[src/wdog_pkg.sv]
// Constants, register map and config carrier of the dual watchdog.
// Assumes a 100 MHz mclk and an APB master with 32-bit data.
// Summary of operation
// Two independent watchdogs, process-data and local interface, default 100 ms.
// One shared divider register at 0x400 sets the tick length.
// Interface timeout at 0x410, process-data timeout at 0x420, in ticks.
// One tick is divider plus 2 base ticks of 40 ns.
// Divider resets to 2498, process-data timeout to 1000.
// Each successful process-data exchange restarts the process-data timeout.
// Missing exchanges beyond enabled timeout trigger; communication state unchanged.
// Triggered process-data watchdog clears only on a later exchange; the code also clears it when the timeout is 0.
// Missing interface accesses beyond enabled timeout trigger the interface watchdog.
// A trigger forces the outputs to a configurable safe value.
// Timeout 0 disables the process-data watchdog completely.
// Master writes settings at startup only when selected.
// Timeout registers accept any value up to 65535.
// Readable expiry bits set on trigger, cleared by traffic or reset.
package wdog_pkg;
	localparam int CLK_PERIOD_NS = 10;
	localparam int BASE_TICK_NS  = 40;
	localparam int BASE_TICK_CYC =
		(BASE_TICK_NS + CLK_PERIOD_NS - 1) / CLK_PERIOD_NS;
	localparam logic [1:0] BASE_LAST = 2'(BASE_TICK_CYC - 1);
	localparam logic [16:0] TICK_EXTRA = 17'h0_0002;
	localparam logic [16:0] TICK_STEP  = 17'h0_0001;

	localparam int WD_N  = 2;
	localparam int WD_PD = 0;
	localparam int WD_IF = 1;

	localparam logic [11:0] ADDR_DIVIDER  = 12'h0400;
	localparam logic [11:0] ADDR_IF_TO    = 12'h0410;
	localparam logic [11:0] ADDR_PD_TO    = 12'h0420;
	localparam logic [11:0] ADDR_EXPIRED  = 12'h0430;
	localparam logic [11:0] ADDR_EVT_STAT = 12'h0440;
	localparam logic [11:0] ADDR_EVT_CLR  = 12'h0444;
	localparam logic [11:0] ADDR_EVT_EN   = 12'h0448;
	localparam logic [11:0] ADDR_SAFE_VAL = 12'h0450;
	localparam logic [11:0] ADDR_SAFE_SEL = 12'h0454;

	localparam logic [15:0] RST_DIVIDER  = 16'h09c2;
	localparam logic [15:0] RST_PD_TO    = 16'h03e8;
	localparam logic [15:0] RST_IF_TO    = 16'h03e8;
	localparam logic [15:0] RST_SAFE_VAL = 16'h0000;
	localparam logic [1:0]  RST_SAFE_SEL = 2'h3;
	localparam logic [15:0] TIMEOUT_OFF  = 16'h0000;

	typedef struct packed {
		logic [15:0] divider;
		logic [15:0] if_timeout;
		logic [15:0] pd_timeout;
		logic [15:0] safe_value;
		logic [1:0]  safe_sel;
	} wd_cfg_s;
endpackage : wdog_pkg

[src/dual_watchdog.sv]
// Dual communication watchdog with APB register access.
// Activity strobes come from logic on mclk; no synchronisers needed.
//
// Our own choice: the APB register port.
module dual_watchdog (
	// Clock, reset, enable
	input  wire logic        mclk,
	input  wire logic        reset,
	input  wire logic        ce,
	// APB slave
	input  wire logic        psel,
	input  wire logic        penable,
	input  wire logic        pwrite,
	input  wire logic [11:0] paddr,
	input  wire logic [31:0] pwdata,
	output logic      [31:0] prdata,
	output logic             pready,
	output logic             pslverr,
	// Traffic strobes
	input  wire logic        pd_exchange,
	input  wire logic        app_access,
	// Process outputs
	input  wire logic [15:0] proc_out,
	output logic      [15:0] field_out,
	// Status
	output logic      [1:0]  expired,
	output logic             irq
);
	wdog_pkg::wd_cfg_s cfg;
	logic [1:0]  evt;
	logic [1:0]  evt_en;
	logic [1:0]  trig;
	logic [1:0]  act;
	logic [15:0] timeout [wdog_pkg::WD_N];
	logic [15:0] wcnt    [wdog_pkg::WD_N];
	logic [1:0]  base_cnt;
	logic        base_pulse;
	logic [16:0] tick_cnt;
	logic        wd_tick;
	logic        wr;
	logic        rd_setup;
	logic        mapped;

	function automatic logic hit(input logic [11:0] a,
		input logic [11:0] off);
		return a[11:2] == off[11:2];
	endfunction : hit

	assign wr = psel && penable && pwrite && ce;
	assign rd_setup = psel && !penable && ce;
	assign pready = 1'b1;
	assign mapped = hit(paddr, wdog_pkg::ADDR_DIVIDER)
		|| hit(paddr, wdog_pkg::ADDR_IF_TO)
		|| hit(paddr, wdog_pkg::ADDR_PD_TO)
		|| hit(paddr, wdog_pkg::ADDR_EXPIRED)
		|| hit(paddr, wdog_pkg::ADDR_EVT_STAT)
		|| hit(paddr, wdog_pkg::ADDR_EVT_CLR)
		|| hit(paddr, wdog_pkg::ADDR_EVT_EN)
		|| hit(paddr, wdog_pkg::ADDR_SAFE_VAL)
		|| hit(paddr, wdog_pkg::ADDR_SAFE_SEL);
	assign pslverr = psel && penable && !mapped;

	// Configuration registers; full 16-bit range accepted
	always_ff @(posedge mclk or posedge reset) begin
		if (reset) begin
			cfg.divider    <= wdog_pkg::RST_DIVIDER;
			cfg.if_timeout <= wdog_pkg::RST_IF_TO;
			cfg.pd_timeout <= wdog_pkg::RST_PD_TO;
			cfg.safe_value <= wdog_pkg::RST_SAFE_VAL;
			cfg.safe_sel   <= wdog_pkg::RST_SAFE_SEL;
			evt_en         <= 2'h0;
		end else if (wr) begin
			if (hit(paddr, wdog_pkg::ADDR_DIVIDER)) begin
				cfg.divider <= pwdata[15:0];
			end
			if (hit(paddr, wdog_pkg::ADDR_IF_TO)) begin
				cfg.if_timeout <= pwdata[15:0];
			end
			if (hit(paddr, wdog_pkg::ADDR_PD_TO)) begin
				cfg.pd_timeout <= pwdata[15:0];
			end
			if (hit(paddr, wdog_pkg::ADDR_SAFE_VAL)) begin
				cfg.safe_value <= pwdata[15:0];
			end
			if (hit(paddr, wdog_pkg::ADDR_SAFE_SEL)) begin
				cfg.safe_sel <= pwdata[1:0];
			end
			if (hit(paddr, wdog_pkg::ADDR_EVT_EN)) begin
				evt_en <= pwdata[1:0];
			end
		end
	end

	// Read data captured in setup so it is stable for the access phase
	always_ff @(posedge mclk or posedge reset) begin
		if (reset) begin
			prdata <= 32'h0000_0000;
		end else if (rd_setup) begin
			prdata <= 32'h0000_0000;
			if (hit(paddr, wdog_pkg::ADDR_DIVIDER)) begin
				prdata[15:0] <= cfg.divider;
			end
			if (hit(paddr, wdog_pkg::ADDR_IF_TO)) begin
				prdata[15:0] <= cfg.if_timeout;
			end
			if (hit(paddr, wdog_pkg::ADDR_PD_TO)) begin
				prdata[15:0] <= cfg.pd_timeout;
			end
			if (hit(paddr, wdog_pkg::ADDR_EXPIRED)) begin
				prdata[1:0] <= expired;
			end
			if (hit(paddr, wdog_pkg::ADDR_EVT_STAT)) begin
				prdata[1:0] <= evt;
			end
			if (hit(paddr, wdog_pkg::ADDR_EVT_EN)) begin
				prdata[1:0] <= evt_en;
			end
			if (hit(paddr, wdog_pkg::ADDR_SAFE_VAL)) begin
				prdata[15:0] <= cfg.safe_value;
			end
			if (hit(paddr, wdog_pkg::ADDR_SAFE_SEL)) begin
				prdata[1:0] <= cfg.safe_sel;
			end
		end
	end

	// 40 ns base tick from the 10 ns clock
	always_ff @(posedge mclk or posedge reset) begin
		if (reset) begin
			base_cnt <= 2'h0;
		end else if (ce) begin
			base_cnt <= base_pulse ? 2'h0 : base_cnt + 2'h1;
		end
	end
	assign base_pulse = ce && (base_cnt == wdog_pkg::BASE_LAST);

	// Shared watchdog tick: divider plus 2 base ticks
	// At-or-above compare: a smaller divider written mid-count still ticks
	assign wd_tick = base_pulse && (tick_cnt + wdog_pkg::TICK_STEP
		>= {1'b0, cfg.divider} + wdog_pkg::TICK_EXTRA);
	always_ff @(posedge mclk or posedge reset) begin
		if (reset) begin
			tick_cnt <= 17'h0_0000;
		end else if (base_pulse) begin
			tick_cnt <= wd_tick ? 17'h0_0000
				: tick_cnt + wdog_pkg::TICK_STEP;
		end
	end

	assign timeout[wdog_pkg::WD_PD] = cfg.pd_timeout;
	assign timeout[wdog_pkg::WD_IF] = cfg.if_timeout;
	assign act[wdog_pkg::WD_PD] = pd_exchange;
	assign act[wdog_pkg::WD_IF] = app_access;

	// Prescaler is shared, so expiry lands up to one tick early
	generate
		for (genvar i = 0; i < wdog_pkg::WD_N; i++) begin : g_wd
			assign trig[i] = ce && !act[i] && wd_tick && !expired[i]
				&& timeout[i] != wdog_pkg::TIMEOUT_OFF
				&& wcnt[i] >= timeout[i] - 16'h0001;
			always_ff @(posedge mclk or posedge reset) begin
				if (reset) begin
					wcnt[i]    <= 16'h0000;
					expired[i] <= 1'b0;
				end else if (ce) begin
					if (act[i]) begin
						wcnt[i]    <= 16'h0000;
						expired[i] <= 1'b0;
					end else if (timeout[i] == wdog_pkg::TIMEOUT_OFF) begin
						wcnt[i]    <= 16'h0000;
						expired[i] <= 1'b0;
					end else if (trig[i]) begin
						expired[i] <= 1'b1;
					end else if (wd_tick && !expired[i]) begin
						wcnt[i] <= wcnt[i] + 16'h0001;
					end
				end
			end
		end
	endgenerate

	// Sticky events; a trigger in the clear cycle still lands
	always_ff @(posedge mclk or posedge reset) begin
		if (reset) begin
			evt <= 2'h0;
		end else if (ce) begin
			if (wr && hit(paddr, wdog_pkg::ADDR_EVT_CLR)) begin
				evt <= (evt & ~pwdata[1:0]) | trig;
			end else begin
				evt <= evt | trig;
			end
		end
	end
	assign irq = |(evt & evt_en);

	// Safe state only touches outputs; link state is not ours to change
	always_ff @(posedge mclk or posedge reset) begin
		if (reset) begin
			field_out <= wdog_pkg::RST_SAFE_VAL;
		end else if (ce) begin
			if (|(expired & cfg.safe_sel)) begin
				field_out <= cfg.safe_value;
			end else begin
				field_out <= proc_out;
			end
		end
	end
endmodule : dual_watchdog

[config.mk]
export PLATFORM = sky130hd
export DESIGN_NAME = dual_watchdog
export DESIGN_NICKNAME = d
export VERILOG_FILES = /design/src/wdog_pkg.sv /design/src/dual_watchdog.sv
export SDC_FILE = /design/constraint.sdc
export NUM_CORES = 1
export LEC_CHECK = 0
export ABC_AREA = 1
export BUFFER_PORTS_ARGS = -buffer_cell sky130_fd_sc_hd__buf_2
export CAP_MARGIN = 5
export CORE_MARGIN = 2
export CORE_UTILIZATION = 50
export CTS_BUF_LIST = sky130_fd_sc_hd__clkbuf_8
export CTS_CLUSTER_DIAMETER = 60
export DETAILED_ROUTE_END_ITERATION = 10
export PLACE_DENSITY = 0.79
export SLEW_MARGIN = 10
export SYNTH_ARGS = -nofsm -noshare
export SYNTH_HDL_FRONTEND = slang
export SYNTH_SLANG_ARGS = --single-unit
[constraint.sdc]
create_clock -name mclk -period 12.7 [get_ports mclk]
set_clock_uncertainty 0.2 [all_clocks]
set_input_delay 1.905 -clock mclk [delete_from_list [all_inputs] [get_ports mclk]]
set_output_delay 1.905 -clock mclk [all_outputs]
set_load 0.02 [all_outputs]
## After elaboration in Yosys (flattened, before gate mapping)

Cells that the tools add are included.

- Output and inout port bits: 53
- Input bits: 68
- Bits in registers: 155
- Logic and storage cells: 124

- Bitwise logic cells: 6
- Reductions and logical operators: 55
- Mux-type cells: 26
- Equality and inequality tests: 12
- Magnitude comparators: 3
- $add $sub $neg: 7

Operator list:

| cell | count |
|---|---|
| 16-bit two-way mux | 13 |
| 10-bit by 9-bit == test with 1-bit output (second input constant) | 9 |
| 16-bit by 1-bit adder with 16-bit output (second input constant) | 2 |
| 16-bit greater-or-equal comparator | 2 |
| 16-bit logical NOT | 2 |
| 16-bit nonzero test | 2 |
| 16-bit by 1-bit subtractor with 16-bit output (second input constant) | 2 |
| 1-bit logical AND | 21 |
| 16-bit by 2-bit adder with 17-bit output (second input constant) | 1 |
| 17-bit by 1-bit adder with 17-bit output (second input constant) | 1 |
| 17-bit greater-or-equal comparator | 1 |
| 17-bit two-way mux | 1 |
| 2-bit AND reduction | 8 |
| 2-bit two-way mux | 6 |
| 3-bit nonzero test | 4 |
| 1-bit logical OR | 8 |
| 2-bit bitwise AND | 3 |
| 1-bit logical NOT | 6 |
| 1-bit two-way mux | 6 |
| 3-bit by 2-bit != test with 1-bit output (second input constant) | 2 |
| 3-bit AND reduction | 2 |
| 2-bit OR | 2 |
| 2-bit OR reduction | 2 |
| 2-bit by 1-bit adder with 2-bit output (second input constant) | 1 |
| other kinds (2) | 2 |

## Logic depth before layout (Yosys ltp)

- Depth after elaboration: 11
- Gate-level depth with buffers: 23

## Least setup slack after synthesis

Ideal clock, no wire load.

- Kind: input to output
- Start: input paddr[9]
- End: output pslverr
- Setup slack: 7050 ps
- Stages: 9
- Arrival: 3545 ps
- Buffers on the path: 0
- Data required time: 10595 ps
- Cell sequence: nor2_1 > nand2_1 > inv_1 > nand2_1 > inv_1 > nand2_2 > inv_1 > or2_2 > nor4_1

- Word-level cells in the longest chain between the ends: 11

RTL lines:

| item | line | text |
|---|---|---|
| start: declaration | dual_watchdog.sv:14 | `input wire logic [11:0] paddr,` |
| 10-bit by 9-bit == test with 1-bit output | dual_watchdog.sv:46 | `return a[11:2] == off[11:2];` |
| 1-bit logical OR | dual_watchdog.sv:53 | `\|\| hit(paddr, wdog_pkg::ADDR_IF_TO)` |
| 1-bit logical OR | dual_watchdog.sv:54 | `\|\| hit(paddr, wdog_pkg::ADDR_PD_TO)` |
| 1-bit logical OR | dual_watchdog.sv:55 | `\|\| hit(paddr, wdog_pkg::ADDR_EXPIRED)` |
| 1-bit logical OR | dual_watchdog.sv:56 | `\|\| hit(paddr, wdog_pkg::ADDR_EVT_STAT)` |
| 1-bit logical OR | dual_watchdog.sv:57 | `\|\| hit(paddr, wdog_pkg::ADDR_EVT_CLR)` |
| 1-bit logical OR | dual_watchdog.sv:58 | `\|\| hit(paddr, wdog_pkg::ADDR_EVT_EN)` |
| 1-bit logical OR | dual_watchdog.sv:59 | `\|\| hit(paddr, wdog_pkg::ADDR_SAFE_VAL)` |
| 1-bit logical OR * | dual_watchdog.sv:60 | `\|\| hit(paddr, wdog_pkg::ADDR_SAFE_SEL);` |
| 1-bit logical NOT * | dual_watchdog.sv:61 | `assign pslverr = psel && penable && !mapped;` |
| 1-bit logical AND * | dual_watchdog.sv:61 |  |
| end: declaration | dual_watchdog.sv:18 | `output logic pslverr,` |

Mark *: on every way between the ends. The rest lies on a longest branch, timed or not.

## Worst setup path in the final report

- Start: input paddr[8]
- End: output pslverr

The elaborated chain is that of the path after synthesis.

==> results.json <==
{
  "yosysSeqAreaShare_pct": 39.0,
  "status": "completed",
  "wl_um": 26800,
  "root_buffer": "clkbuf_8",
  "crit_type": "input port to primary output",
  "sw_frac_of_total_pct": 37.0,
  "leakage_uw": 0.00553,
  "critPathBufInv": 5,
  "clkSinkCount": 155,
  "clk_pin_slew_worst_paths_ps": 90,
  "gr-usage-all-layers_pct": 25.3,
  "crit_path_end_kind": "primary output",
  "clkPwrFrac_pct": 32.6,
  "cap_viol_max_count": 0,
  "cts_buffers": 17,
  "layout_commonest_cell": "nand2_1",
  "hold_path.startpoint": "base_cnt[0]",
  "comb_power_share_pct": 22.1,
  "core_area_um2": 19500,
  "rr_worst_depth": 21,
  "cpPeakStageDelay_ps": 400,
  "hold_viol": 0,
  "setup_viol": 0,
  "power.internal_uw": 741,
  "syn2layout_area_growth_pct": 9.60,
  "start_util_pct": 51.2,
  "finalNonFillerCells": 1685,
  "grt_pass1_vias": 8476,
  "htree_num_levels": 4,
  "switching_power_uw": 436,
  "clk_latency_ps": 480,
  "min_path_cells": 1,
  "post-cts-setup-buffers": 0,
  "ioPinCount": 121,
  "chipHeight_um": 145,
  "cp_top_family": "simple AND/OR/NAND/NOR gates",
  "worstReg2RegEnd": "wcnt[18]",
  "dr.pass1.iters": 6,
  "crit_path_start_kind": "input port",
  "vias": 9269,
  "finalCritPeriodShare_pct": 47.9,
  "yosysUniqueCellTypes": 50,
  "worst_pin_slew_ps": 1020,
  "yosysWarnings": 0,
  "grt_max_degree": 91,
  "cp-startpoint": "paddr[8]",
  "num-nets-final": 1531,
  "fin_crit_ps": 6080,
  "fp.dieW_um": 145,
  "cp_data_arrival_time_ps": 3980,
  "yosys_register_bits": 155,
  "fp-row-count": 51,
  "antenna_found_initial": 0,
  "drt_iter0_markers": 980,
  "tritoncts": "yes",
  "drc": 0,
  "reg2reg_from": "cfg[51]",
  "ant_nets": 0,
  "rsz0062_at_grt": "no",
  "final_cell_mix": "nand2_1 (377), inv_1 (140), dfrtp_1 (136)",
  "fmax_mhz": 164,
  "total_power_uw": 1180,
  "min_path_type": "register to register",
  "synth.cell_area_um2": 10000,
  "r2r_setup_slack_ps": 8310,
  "clockBufferDepth": 2,
  "synth_edf_count": 0,
  "crit_slowest_cell": "nand2_2",
  "place_congestion": 0.959,
  "async_flop_share_pct": 100,
  "dieArea_um2": 21100,
  "cp_max_fo": 28,
  "p_per_area_nw_per_um2": 107,
  "worstPathCellList": "buf_2, nor2_1, nand2_1, inv_1, nand2_1, inv_1, nand2_2, inv_1, or2_2, nor4_1, buf_2",
  "holdBufCountCts": 0,
  "tns_ps": 0,
  "ctsResizeCount": 0,
  "min_to": "base_cnt[0]",
  "avgSynthCellArea_um2": 7.46,
  "synth_cells": 1340,
  "crit_path_frequent_cell": "inv_1",
  "drive_above_1_share_pct": 11.3,
  "slew_headroom_pct": 31.7,
  "synth_ff_type": "dfrtp_1",
  "grt_pass1_wl_um": 43600,
  "hpwl_um": 19500,
  "drv_slew": 0,
  "port_buffers": 85,
  "whs_ps": 286,
  "post_drt_wl_per_cell_um": 15.9,
  "gr-total-overflow": 0,
  "seqPwrFrac_pct": 45.3,
  "crit_cells": 11,
  "diodes": 0,
  "ir_worst_vdd_v": 0.0000776,
  "worstPathRequired_ps": 10600,
  "numPlacedInstances": 1653,
  "viasPerCell": 5.50
}
## synthesized netlist by cell type (20+ instances only)
| library cell | number | area, µm² |
|---|---|---|
| nor4_1 | 20 | 125 |
| nor3_1 | 38 | 190 |
| xor2_1 | 55 | 482 |
| dfrtp_1 | 136 | 3400 |
| nand4_1 | 20 | 125 |
| nand2_1 | 377 | 1420 |
| o21ai_0 | 107 | 536 |
| nand3_1 | 90 | 450 |
| a21oi_1 | 26 | 130 |
| inv_1 | 141 | 529 |
| clkbuf_1 | 31 | 116 |
| ha_1 | 56 | 701 |
| nor2_1 | 108 | 405 |
## layer usage
metal	track usage, %	up-vias	part of all wire (%)
met5	0	-	0
met4	6.76	0	1.8
met3	5.11	39	9.0
met1	36.7	4313	45
li1	-	4508	-
met2	39.0	409	44
## per-stage QoR
stage	utilization [%]	instance area (µm²)	worst slack [ps]
6_report	56.1	11000	6620
4_1_cts	56.1	11000	6690
3_5_place_dp	54.0	10600	6700
3_3_place_gp	54.0	10600	6620
2_1_floorplan	-	10100	6450
5_1_grt	56.1	11000	6370
## how the worst max path moves through the flow
stage                              to  slack [ps]
final                         pslverr        6620
after global placement        pslverr        6620
after floorplan           base_cnt[0]        6450
after CTS                     pslverr        6690
after global routing          pslverr        6370
after detailed placement      pslverr        6700
## cell type report
class                           count  area [µm²]
Sequential cell                   155        3900
Clock buffer                       17         234
Timing Repair Buffer               88         448
Tap cell                          265         332
Clock inverter                     15         174
Multi-Input combinational cell   1001        5320
Fill cell                        1796        8570
Inverter                          144         546
## worst register-to-register path, stage by stage, from the launching register on
cell	delay [ps]
dfstp_2	590
ha_1	200
nand2_1	70
nor2_1	210
nand3_1	150
nor3_1	270
nand3_1	160
nor2_1	170
nand3_1	100
xor2_1	160
ha_1	300
nand2_1	70
nor2_1	140
nand2_1	90
nor2_1	110
nand2_1	50
nand4_1	140
nand3_1	200
o21bai_4	460
nand2_4	240
nand2_1	140
nand2_1	70
## registers in the layout, indices dropped and copies added, names as in the netlist
signal and count:
evt_en 2, tick_cnt 17, cfg 66, field_out 16, expired 2, prdata 16, evt 2, base_cnt 2
wcnt 32
## cells by family (layout without fill, tap and decap cells)
family / after synthesis / in the layout / share of synthesized area (%)
simple gates: 673 / 673 / 28.9
buf+inv: 199 / 264 / 8.30
compound gates: 191 / 191 / 11.1
flops: 155 / 155 / 39.0
xor+xnor: 63 / 63 / 5.52
fa+ha+maj: 56 / 56 / 7.01
other cells: 2 / 17 / 0.0751
mux: 1 / 1 / 0.113
## power by group through the flow
| stage | clock (µW) | combinational (µW) | sequential (µW) |
|---|---|---|---|
| 6_report | 384 | 260 | 533 |
| 5_1_grt | 408 | 293 | 536 |
| 4_1_cts | 385 | 258 | 532 |
| 3_5_place_dp | 0 | 256 | 542 |
| 3_3_place_gp | 0 | 248 | 541 |
| 2_1_floorplan | 0 | 182 | 544 |
No activity file was read; power rests on OpenSTA's default activity.
